<file path="src/tws_map.vh">
// ----------------------------------------------------------------
// Register map and field layout of the three-wire serial transmitter
// ----------------------------------------------------------------
`ifndef TWS_MAP_VH
`define TWS_MAP_VH

// ----------------------------------------------------------------
// Byte offsets on the APB
// ----------------------------------------------------------------
`define TWS_OFF_MODE 8'h00
`define TWS_OFF_DATA 8'h04
`define TWS_OFF_STATUS 8'h08
`define TWS_OFF_START 8'h0c
`define TWS_OFF_STOP 8'h10
`define TWS_OFF_LEVEL 8'h14
`define TWS_OFF_OE 8'h18
`define TWS_OFF_IRQ_STAT 8'h1c
`define TWS_OFF_IRQ_MASK 8'h20

// ----------------------------------------------------------------
// Mode register fields
// ----------------------------------------------------------------
`define TWS_MODE_W 16
`define TWS_MODE_IRQSEL 0
`define TWS_MODE_DAP 1
`define TWS_MODE_CKP 2
`define TWS_MODE_LSB 3
`define TWS_MODE_LEN8 4
`define TWS_MODE_DIV_LO 8
`define TWS_MODE_DIV_HI 15
`define TWS_MODE_RESET 16'h0010

// ----------------------------------------------------------------
// Idle level, output enable, status and trigger fields
// ----------------------------------------------------------------
`define TWS_LEVEL_W 2
`define TWS_LEVEL_SDO 0
`define TWS_LEVEL_SCLK 1
`define TWS_LEVEL_RESET 2'h3
`define TWS_OE_W 4
`define TWS_OE_RESET 4'h0
`define TWS_OE_CH 0
`define TWS_ST_OPER 0
`define TWS_ST_BUFF 1
`define TWS_ST_BUSY 2
`define TWS_TRIG_BIT 0

// ----------------------------------------------------------------
// Interrupt sources: one status and mask bit each
// ----------------------------------------------------------------
`define TWS_IRQ_W 2
`define TWS_IRQ_END 0
`define TWS_IRQ_EMPTY 1
`define TWS_IRQ_RESET 2'h0

// ----------------------------------------------------------------
// Word length and states
// ----------------------------------------------------------------
`define TWS_LAST_BIT8 3'h7
`define TWS_LAST_BIT7 3'h6
`define TWS_ST_IDLE 3'h1
`define TWS_ST_LEAD 3'h2
`define TWS_ST_SHIFT 3'h4

`endif

</file>
<file path="src/tws_bit_pick.v">
`timescale 1ns/1ps
`default_nettype none
`include "tws_map.vh"
// ----------------------------------------------------------------
// Picks the bit sent in a given slot of a 7 or 8 bit word
// ----------------------------------------------------------------
module tws_bit_pick (
	input wire [7:0] word,
	input wire [2:0] idx,
	input wire lsb_first,
	input wire len8,
	output wire bit_out
);
	wire [2:0] top;
	wire [2:0] pos;

	// MSB first counts down from the word's top bit
	assign top = len8 ? `TWS_LAST_BIT8 : `TWS_LAST_BIT7;
	assign pos = lsb_first ? idx : (top - idx);
	assign bit_out = word[pos];
endmodule // tws_bit_pick
`default_nettype wire

</file>
<file path="src/tws_half_tick.v">
`timescale 1ns/1ps
`default_nettype none
// ----------------------------------------------------------------
// Half bit period tick from the programmed divisor
// ----------------------------------------------------------------
module tws_half_tick (
	input wire pclk,
	input wire presetn,
	input wire run,
	input wire [7:0] div,
	output wire tick
);
	reg [7:0] cnt;

	// Tick every div+1 cycles while running; restart from zero when stopped
	assign tick = run & (cnt == div);

	// Counter held at zero outside a word so each word starts a full half
	always @(posedge pclk or negedge presetn)
	begin
		if (!presetn)
			cnt <= 8'h00;
		else if (!run || tick)
			cnt <= 8'h00;
		else
			cnt <= cnt + 8'h01;
	end
endmodule // tws_half_tick
`default_nettype wire

</file>
<file path="src/tws_master_tx.v">
//Function
// - Before start, clock and data pins show their programmed idle levels.
// - Output enable bit 1 lets the channel drive data; 0 stops it.
// - Output enable holds one bit per channel in 3..0; upper bits read zero.
// - Writing 1 to the start trigger sets the operating flag.
// - While operating, writing the low data byte starts a transfer.
// - Writing 1 to the stop trigger clears the operating flag.
// - A data write while the buffer is full overwrites the pending byte.
// - Interrupt source select stays writable; it is taken at load for buffer empty and at word end for transfer end.
// - Data phase 0 starts data with the clock; 1 starts it half earlier.
// - Clock phase 0 gives positive clock, 1 the inverted clock.
// - Raise transfer end in single mode or buffer empty in continuous mode.
`timescale 1ns/1ps
`default_nettype none
`include "tws_map.vh"
module tws_master_tx (
	input wire pclk,
	input wire presetn,
	input wire psel,
	input wire penable,
	input wire pwrite,
	input wire [7:0] paddr,
	input wire [31:0] pwdata,
	output reg [31:0] prdata,
	output reg pready,
	output reg pslverr,
	output reg sclk,
	output reg sdo,
	output reg sdo_oe,
	output reg [3:0] ch_output_enable,
	output reg irq
);
	// ----------------------------------------------------------------
	// Declarations
	// ----------------------------------------------------------------
	reg [15:0] mode;
	reg [1:0] out_level;
	reg operating;
	reg [7:0] buf_data;
	reg buffer_full;
	reg [7:0] shift_word;
	reg [2:0] bit_idx;
	reg half;
	reg [2:0] state;
	reg [1:0] irq_stat;
	reg [1:0] irq_mask;
	reg [1:0] events;
	reg [31:0] rd_value;
	reg hit;
	wire setup;
	wire access_done;
	wire wr;
	wire rd;
	wire tick;
	wire run;
	wire load;
	wire pick_bit;
	wire [2:0] pick_idx;
	wire [2:0] last_bit;
	wire dap;
	wire ckp;
	wire busy;
	wire stat_clear;

	// ----------------------------------------------------------------
	// APB phases
	// ----------------------------------------------------------------
	// Access completes on the edge where pready is seen high
	assign setup = psel & ~penable;
	assign access_done = psel & penable & pready;
	assign wr = access_done & pwrite;
	assign rd = access_done & ~pwrite;
	assign stat_clear = rd & (paddr == `TWS_OFF_IRQ_STAT);

	// Read mux; reserved bits and trigger registers read as zero
	always @*
	begin
		rd_value = 32'h00000000;
		hit = 1'b1;
		case (paddr)
			`TWS_OFF_MODE:
				rd_value[15:0] = mode;
			`TWS_OFF_DATA:
				rd_value[7:0] = buf_data;
			`TWS_OFF_STATUS:
			begin
				rd_value[`TWS_ST_OPER] = operating;
				rd_value[`TWS_ST_BUFF] = buffer_full;
				rd_value[`TWS_ST_BUSY] = busy;
			end
			`TWS_OFF_START:
				rd_value = 32'h00000000;
			`TWS_OFF_STOP:
				rd_value = 32'h00000000;
			`TWS_OFF_LEVEL:
				rd_value[1:0] = out_level;
			`TWS_OFF_OE:
				rd_value[3:0] = ch_output_enable;
			`TWS_OFF_IRQ_STAT:
				rd_value[1:0] = irq_stat;
			`TWS_OFF_IRQ_MASK:
				rd_value[1:0] = irq_mask;
			default:
				hit = 1'b0;
		endcase
	end

	// Registered answer: no wait state, pready is high in the first access cycle, and every bus output is a flop
	always @(posedge pclk or negedge presetn)
	begin
		if (!presetn)
		begin
			pready <= 1'b0;
			pslverr <= 1'b0;
			prdata <= 32'h00000000;
		end
		else
		begin
			pready <= setup;
			pslverr <= setup & ~hit;
			if (setup)
				prdata <= rd_value;
		end
	end

	// ----------------------------------------------------------------
	// Configuration registers
	// ----------------------------------------------------------------
	// Mode stays writable while running; the source select is read at load for empty and at word end for end
	always @(posedge pclk or negedge presetn)
	begin
		if (!presetn)
		begin
			mode <= `TWS_MODE_RESET;
			out_level <= `TWS_LEVEL_RESET;
			ch_output_enable <= `TWS_OE_RESET;
			sdo_oe <= 1'b0;
			irq_mask <= `TWS_IRQ_RESET;
		end
		else if (wr)
		begin
			case (paddr)
				`TWS_OFF_MODE:
					mode <= pwdata[15:0];
				`TWS_OFF_LEVEL:
					out_level <= pwdata[1:0];
				`TWS_OFF_OE:
				begin
					ch_output_enable <= pwdata[3:0];
					sdo_oe <= pwdata[`TWS_OE_CH];
				end
				`TWS_OFF_IRQ_MASK:
					irq_mask <= pwdata[1:0];
				default:
					irq_mask <= irq_mask;
			endcase
		end
	end

	// Operating flag from the start and stop triggers
	always @(posedge pclk or negedge presetn)
	begin
		if (!presetn)
			operating <= 1'b0;
		else if (wr && paddr == `TWS_OFF_START && pwdata[`TWS_TRIG_BIT])
			operating <= 1'b1;
		else if (wr && paddr == `TWS_OFF_STOP && pwdata[`TWS_TRIG_BIT])
			operating <= 1'b0;
	end

	// ----------------------------------------------------------------
	// Transmit buffer
	// ----------------------------------------------------------------
	// A write in the load cycle wins, so the new byte stays pending
	assign load = (state == `TWS_ST_IDLE) & operating & buffer_full;

	always @(posedge pclk or negedge presetn)
	begin
		if (!presetn)
		begin
			buf_data <= 8'h00;
			buffer_full <= 1'b0;
		end
		else if (wr && paddr == `TWS_OFF_DATA && operating)
		begin
			buf_data <= pwdata[7:0];
			buffer_full <= 1'b1;
		end
		else if (load || !operating)
			buffer_full <= 1'b0;
	end

	// ----------------------------------------------------------------
	// Shift engine
	// ----------------------------------------------------------------
	assign dap = mode[`TWS_MODE_DAP];
	assign ckp = mode[`TWS_MODE_CKP];
	assign busy = (state != `TWS_ST_IDLE);
	assign last_bit = mode[`TWS_MODE_LEN8] ? `TWS_LAST_BIT8 : `TWS_LAST_BIT7;
	assign pick_idx = (state == `TWS_ST_SHIFT) ? (bit_idx + 3'h1) : 3'h0;
	// The lead half only counts time when data goes out early
	assign run = (state == `TWS_ST_SHIFT) | ((state == `TWS_ST_LEAD) & dap);

	tws_half_tick u_tick (
		.pclk(pclk),
		.presetn(presetn),
		.run(run),
		.div(mode[`TWS_MODE_DIV_HI:`TWS_MODE_DIV_LO]),
		.tick(tick)
	);

	tws_bit_pick u_pick (
		.word(shift_word),
		.idx(pick_idx),
		.lsb_first(mode[`TWS_MODE_LSB]),
		.len8(mode[`TWS_MODE_LEN8]),
		.bit_out(pick_bit)
	);

	// Stop is immediate: an urgent stop cuts the word and restores idle levels
	always @(posedge pclk or negedge presetn)
	begin
		if (!presetn)
		begin
			state <= `TWS_ST_IDLE;
			shift_word <= 8'h00;
			bit_idx <= 3'h0;
			half <= 1'b0;
			sclk <= 1'b1;
			sdo <= 1'b1;
			events <= `TWS_IRQ_RESET;
		end
		else
		begin
			events <= `TWS_IRQ_RESET;
			if (!operating)
			begin
				state <= `TWS_ST_IDLE;
				half <= 1'b0;
				bit_idx <= 3'h0;
				sclk <= out_level[`TWS_LEVEL_SCLK];
				sdo <= out_level[`TWS_LEVEL_SDO];
			end
			else
			begin
				case (state)
					`TWS_ST_IDLE:
					begin
						sclk <= out_level[`TWS_LEVEL_SCLK];
						if (load)
						begin
							shift_word <= buf_data;
							bit_idx <= 3'h0;
							half <= 1'b0;
							state <= `TWS_ST_LEAD;
							events[`TWS_IRQ_EMPTY] <= mode[`TWS_MODE_IRQSEL];
						end
					end
					`TWS_ST_LEAD:
					begin
						sdo <= pick_bit;
						// Early data waits one half period before the clock runs
						if (!dap || tick)
						begin
							state <= `TWS_ST_SHIFT;
							sclk <= ckp;
						end
					end
					`TWS_ST_SHIFT:
					begin
						if (tick && !half)
						begin
							half <= 1'b1;
							sclk <= ~ckp;
							if (dap && bit_idx != last_bit)
								sdo <= pick_bit;
						end
						else if (tick && half)
						begin
							if (bit_idx == last_bit)
							begin
								state <= `TWS_ST_IDLE;
								half <= 1'b0;
								sclk <= out_level[`TWS_LEVEL_SCLK];
								events[`TWS_IRQ_END] <= ~mode[`TWS_MODE_IRQSEL];
							end
							else
							begin
								half <= 1'b0;
								bit_idx <= bit_idx + 3'h1;
								sclk <= ckp;
								if (!dap)
									sdo <= pick_bit;
							end
						end
					end
					default:
						state <= `TWS_ST_IDLE;
				endcase
			end
		end
	end

	// ----------------------------------------------------------------
	// Interrupt status and output
	// ----------------------------------------------------------------
	// Only bits shown to the read are cleared, so a late event survives
	genvar gi;
	generate
		for (gi = 0; gi < `TWS_IRQ_W; gi = gi + 1)
		begin : g_irq
			always @(posedge pclk or negedge presetn)
			begin
				if (!presetn)
					irq_stat[gi] <= 1'b0;
				else
					irq_stat[gi] <= events[gi] | (irq_stat[gi] & ~(stat_clear & prdata[gi]));
			end
		end
	endgenerate

	// Level interrupt, one cycle behind the status bits
	always @(posedge pclk or negedge presetn)
	begin
		if (!presetn)
			irq <= 1'b0;
		else
			irq <= |(irq_stat & irq_mask);
	end
endmodule // tws_master_tx
`default_nettype wire

</file>
<file path="config.mk">
export PLATFORM = sky130hd
export DESIGN_NAME = tws_master_tx
export DESIGN_NICKNAME = d
export VERILOG_FILES = /design/src/tws_bit_pick.v /design/src/tws_half_tick.v /design/src/tws_master_tx.v
export VERILOG_INCLUDE_DIRS = /design/src
export SDC_FILE = /design/constraint.sdc
export NUM_CORES = 1
export LEC_CHECK = 0
export BUFFER_PORTS_ARGS = -buffer_cell sky130_fd_sc_hd__buf_4
export CORE_MARGIN = 3
export CORE_UTILIZATION = 45
export DETAILED_ROUTE_END_ITERATION = 7
export PLACE_DENSITY = 0.65
export SYNTH_ARGS = -nofsm -noshare
export SYNTH_HDL_FRONTEND = slang
export SYNTH_SLANG_ARGS = --single-unit
</file>
<file path="constraint.sdc">
create_clock -name pclk -period 3.3 [get_ports pclk]
set_input_delay 0 -clock pclk [delete_from_list [all_inputs] [get_ports pclk]]
set_output_delay 0 -clock pclk [all_outputs]
set_load 0.01 [all_outputs]
</file>
# Yosys cells after proc, flatten, opt, wreduce, memory -nomap -nowiden
# Cells that the tools add are included.
dict set report totals {
  ram_bits 0
  output_inout_bits 42
  romBits 0
  latch_bits 0
  memories 0
  elab_cells 165
  register_bits 83
}
dict set report classes {
  reduce_logical 31
  add_sub_neg 3
  n_shift 0
  magnitude_cmp 1
  n_div 0
  eq_ne 28
  mux 54
  n_bitwise 26
  mul 0
}
# op count
set ops {}
lappend ops {{$mux W3} 13}
lappend ops {{$eq A8 B5 Y1 const B} 4}
lappend ops {{$mux W1} 28}
lappend ops {{$eq A8 B4 Y1 const B} 2}
lappend ops {{$mux W8} 2}
lappend ops {{$and A1 B1 Y1} 15}
lappend ops {{$reduce_and A5 Y1} 3}
lappend ops {{$pmux W2 S7} 1}
lappend ops {{$logic_and A1 B1 Y1} 9}
lappend ops {{$ne A3 B1 Y1 const B} 3}
lappend ops {{$ne A3 B2 Y1 const B} 3}
lappend ops {{$ne A3 B3 Y1 const B} 3}
lappend ops {{$pmux W3 S3} 1}
lappend ops {{$reduce_and A3 Y1} 3}
lappend ops {{$reduce_or A9 Y1} 1}
lappend ops {{$add A8 B1 Y8 const B} 1}
lappend ops {{$eq A8 B3 Y1 const B} 1}
lappend ops {{$eq A8 B6 Y1 const B} 1}
lappend ops {{$eq A8 B8 Y1} 1}
lappend ops {{$logic_not A8 Y1} 1}
lappend ops {{$ne A4 B3 Y1 const B} 2}
lappend ops {{$pmux W4 S2} 1}
lappend ops {{$reduce_and A2 Y1} 4}
lappend ops {{$not A1 Y1} 7}
lappend ops {{other kinds (23)} 33}

# Depth between registers and ports, before layout
dict set report depth {
  word_depth 12
  ltp_mapped 11
  mapped_depth_nobuf 9
}

# By module
# Synthesis repeated with hierarchy kept, for this count alone.
dict set report unflattened {
  hier_cells 374
  area_unflattened_um2 4245.3
}
# mod instances seq_area_each_um2 area_each_um2 cells_per_inst
set modules_own_cells {}
lappend modules_own_cells {tws_master_tx 1 1859.3 3584.7 306}
lappend modules_own_cells {tws_half_tick 1 200.2 500.5 46}
lappend modules_own_cells {tws_bit_pick 1 0.0 160.2 22}

# Worst setup path before layout
# OpenSTA, ideal clock, no wires.
dict set report synth_path {
  kind {flip-flop to flip-flop}
  from {register state[0]}
  to {register sdo}
  setup_ps 61
  path_slack_ps 1014
  path_stages_with_launch 11
  arrival_time_ps 2225
  synth_period_minus_slack_ps 2286
  path_cell_list {dfstp_2 buf_6 or3b_1 buf_6 nor2_1 ha_1 o22ai_4 mux2i_1 mux2_2 a221oi_2 a22o_1}
}
dict set report synth_via {
  elab_chain_len 12
  elab_cells_between_ends 25
}
# item line_no
set synth_rtl {}
lappend synth_rtl {{start, declared} tws_master_tx.v:44} ;# reg [2:0] state;
lappend synth_rtl {{start signal, assigned} tws_master_tx.v:225} ;# state <= `TWS_ST_IDLE;
lappend synth_rtl {{start signal, assigned} tws_master_tx.v:238} ;# state <= `TWS_ST_IDLE;
lappend synth_rtl {{start signal, assigned} tws_master_tx.v:255} ;# state <= `TWS_ST_LEAD;
lappend synth_rtl {{$eq A3 B3 Y1} tws_master_tx.v:246} ;# case (state)
lappend synth_rtl {{$mux W3} tws_master_tx.v:200} ;# assign pick_idx = (state == `TWS_ST_SHIFT) ? (bit_idx + 3'h1) : 3'h0;
lappend synth_rtl {{$sub A3 B3 Y3} tws_bit_pick.v:19} ;# assign pos = lsb_first ? idx : (top - idx);
lappend synth_rtl {{$mux W3} tws_bit_pick.v:19}
lappend synth_rtl {{$bmux W1 S3} tws_bit_pick.v:20} ;# assign bit_out = word[pos];
lappend synth_rtl {{$mux W1 (not written as such)} tws_bit_pick.v:20}
lappend synth_rtl {{$mux W1} tws_master_tx.v:292} ;# if (!dap)
lappend synth_rtl {{$mux W1} tws_master_tx.v:280} ;# if (bit_idx == last_bit)
lappend synth_rtl {{$mux W1} tws_master_tx.v:278} ;# else if (tick && half)
lappend synth_rtl {{$mux W1} tws_master_tx.v:271} ;# if (tick && !half)
lappend synth_rtl {{$pmux W1 S2} tws_master_tx.v:246}
lappend synth_rtl {{$mux W1} tws_master_tx.v:236} ;# if (!operating)
lappend synth_rtl {{end signal, assigned} tws_master_tx.v:242} ;# sdo <= out_level[`TWS_LEVEL_SDO];
lappend synth_rtl {{end signal, assigned} tws_master_tx.v:261} ;# sdo <= pick_bit;
lappend synth_rtl {{end signal, assigned} tws_master_tx.v:276} ;# sdo <= pick_bit;
lappend synth_rtl {{end, declared} tws_master_tx.v:28} ;# output reg sdo,
# Parallel ways exist; a longest one is shown, timed or not. The select of a mux whose other input is x is not followed.
# A chain may end at the register's enable or synchronous reset.

# Worst setup path after layout
# Ends and elaborated chain as after synthesis.

==> key figures <==
Setup path
  • CP max-delay cell: dfstp_2
  • Startpoint types: flip-flop
  • Crit path capture type: flip-flop
  • CP required: 3.59 ns
  • Max Fanout on Critical Path: 10
  • Worst-case reg-to-reg path depth: 9
  • Crit-path cells: or3b_1 > nor2_1 > ha_1 > ha_1 > nor2_1 > a21oi_1 > mux2_2 > a221oi_2 > a22o_1
  • Max incr delay on CP: 0.62 ns
  • WS Path Type: reg -> reg
  • Worst EP arrival: 2.79 ns

Routing
  • Routed via count: 3,102
  • Via density per instance: 5.35
  • Routed Antenna Nets: 0
  • Remaining DRCs: 0
  • Routed WL: 9.03 mm
  • DRT iter0 DRCs: 111
  • WL/cell: 15.6 um
  • DR pass1 iterations: 4

Floorplanning
  • Initial core utilization: 46.8%
  • Ports: 87
  • # rows: 34
  • Area of the core: 0.00885 sq mm
  • Die Footprint: 0.0104 sq mm
  • Overall die height: 102 um
  • Die width: 102 um

Global route
  • Met1 Use GR: 24.4%
  • Largest net degree at the start of global routing: 83
  • Most crowded layer after global routing: met2
  • Met2 Resource Use GR: 31.5%
  • Total Routing Usage GR: 18.7%
  • First-pass GRT wire length: 15.2 mm
  • Congestion Overflow GR: 0
  • Number of global-route vias before repair: 3,041
  • GRT met3 Usage: 3.69%
  • Initial antenna violation count: 0

Layout
  • Final #Nets: 516
  • Design area: 0.00498 sq mm
  • Share of layout cells above drive strength 1: 27.1%
  • Antenna diodes: 0
  • Syn-to-layout area delta: 20.3%

Synthesis
  • Seq/Total Area, Yosys: 49.8%
  • Post-Syn Area: 0.00414 sq mm
  • Library cells used by synthesis: 50
  • YS warnings: 0
  • FFs w/ async S/R, synth: 100%
  • #FFs+latches synth: 82
  • Top_reg_cell synth: dfrtp_1
  • Synth Instances: 393
  • Post-synth EDFFs: 0
  • Mean Syn Cell Area: 10.5 sq um

Power and ir drop
  • VDD IR-drop max: 195 uV
  • Clock power frac: 39.8%
  • Gate power share: 6.1%
  • Leakage: 2.32 nW
  • Pint: 1.42 mW
  • Net Sw Frac: 24.3%
  • Cell Pwr Density: 376 mW/mm^2
  • Power Total: 1.87 mW
  • Net Switching: 0.454 mW
  • Sequential Power Share: 54.0%

Timing
  • Final worst setup slack: 0.801 ns
  • Least-Margin Pin Slew: 1.14 ns
  • Period utilization: 75.7%
  • Setup Skew: 0.0124 ns
  • Hold WS: 0.0623 ns
  • Final setup fails: 0
  • Fin. max-slew vios: 0
  • Relative slew margins: 23.7%
  • RSZ-0062 raised after global routing: no
  • F_max: 400 MHz
  • Final min period: 2.50 ns
  • Total Neg Setup Slack: 0 ns
  • Final Hold Fails: 0

Clocking
  • H-Tree Depth: 3
  • Clk_lat worst skew: 0.35 ns
  • Clock Pin Slew Worst Setup and Hold Paths: 0.09 ns
  • Clock sinks: 82
  • Clock root cell: clkbuf_8
  • CTS tree: built
  • Longest Clk Path Bufs: 2
  • Total CTS buffers: 9

Placement
  • Placed cell area: 0.00458 sq mm
  • Buffers on Ports: 54
  • DP HPWL: 6.35 mm
  • Pre-CTS WS: 0.843 ns
  • RD Place Congestion: 0.863

Status
  • Status: finished clean

Min path
  • Hold Crit Class: in -> reg
  • Hold Path Depth: 4

Run
  • Max Cap Viol: 0
cell usage after synthesis (all sizes together) (5+ instances only):
cell	instances	share of area, %
a21o	8	1.5
a21oi	14	1.7
a22oi	5	0.91
buf	21	3.8
clkbuf	10	0.91
dfrtp	76	46
dfstp	6	3.8
inv	8	0.73
mux2	43	12
mux2i	8	1.9
nand2	47	4.3
nand3	11	1.3
nand4	5	0.76
nor2	28	2.5
nor3	8	1.1
nor4	5	0.76
o21ai	23	2.8
xnor2	11	2.3
xor2	6	1.3
cells by family after synthesis:
kind of cell	share of synthesized area, %
and+or+nand+nor	15.6
DFF	49.8
AOI/OAI and AO/OA	10.7
muxes	13.6
buffers and inverters	5.47
xor gates and xnor gates	3.60
adders and majority gates	1.21
other	0.0906
metrics by stage:
stage / cells / utilization [%]
after floorplan: 408 / -
after global placement: 544 / 51.7
after detailed placement: 544 / 51.7
after CTS: 580 / 56.3
after global routing: 580 / 56.3
final: 580 / 56.3
cell usage in the layout, fill, tap and decap left out, types with 14 or more instances in the layout:
| master | count |
|---|---|
| nand2_1 | 46 |
| o21ai_0 | 23 |
| a21oi_1 | 14 |
| nor2_1 | 28 |
| conb_1 | 16 |
| dlygate4sd3_1 | 20 |
| dfrtp_1 | 76 |
| buf_4 | 59 |
| mux2_2 | 43 |
per-layer routing:
| layer | share of wire [%] | routed length [um] |
|---|---|---|
| met5 | 0 | 0 |
| met4 | 1.3 | 118 |
| met3 | 4.5 | 402 |
| met2 | 48 | 4350 |
| met1 | 46 | 4160 |
what timing repair did:
| action | CTS | global route |
|---|---|---|
| hold buffers | 20 | 0 |
| setup endpoints to repair | 0 | 0 |
| hold endpoints to repair | 112 | 0 |
| gates resized for setup | 0 | 0 |
| buffers inserted | 0 | 0 |
sequential cells by signal, indices dropped and copies added, names as in the netlist:
register,flops
irq_mask,2
irq,1
u_tick.cnt,8
ch_output_enable,4
pready,1
shift_word,8
buffer_full,1
mode,16
events,2
out_level,2
state,3
half,1
sclk,1
pslverr,1
buf_data,8
irq_stat,2
bit_idx,3
sdo,1
operating,1
prdata,16
critical path: cells and delay by family (launching register included):
family          cells  cell delay (ns)
compound gates      3             0.56
flops               1             0.62
fa+ha+maj           2             0.46
simple gates        3             0.44
mux                 1             0.38
final cells by class:
type	count	area, sq um
Clock buffer	10	128
Clock inverter	6	73.8
Fill cell	795	3870
Inverter	8	30.0
Multi-Input combinational cell	287	1910
Sequential cell	82	2060
Tap cell	108	135
Timing Repair Buffer	79	643
power by group through the flow:
stage               Combinational, mW  Sequential (mW)  Clock, mW
finish                          0.114             1.01      0.745
global route                    0.128             1.01      0.812
CTS                             0.115             1.01      0.773
detailed placement             0.0965             1.03          0
global placement               0.0952             1.03          0
floorplan                      0.0476             1.03          0
final timing paths:
check / from / end / slack [ns]
min: paddr[2] / pslverr$_DFF_PN0_ / 0.06
min in group asynchronous: presetn / pslverr$_DFF_PN0_ / 0.36
max reg2reg: state[0]$_DFFE_PN1P_ / sdo$_DFFE_PN1P_ / 0.80
max in group asynchronous: presetn / state[1]$_DFFE_PN0P_ / 2.27
max: state[0]$_DFFE_PN1P_ / sdo$_DFFE_PN1P_ / 0.80
min reg2reg: events[0]$_DFF_PN0_ / irq_stat[0]$_DFF_PN0_ / 0.45
Note: power is estimated with default switching activity, not from simulation.
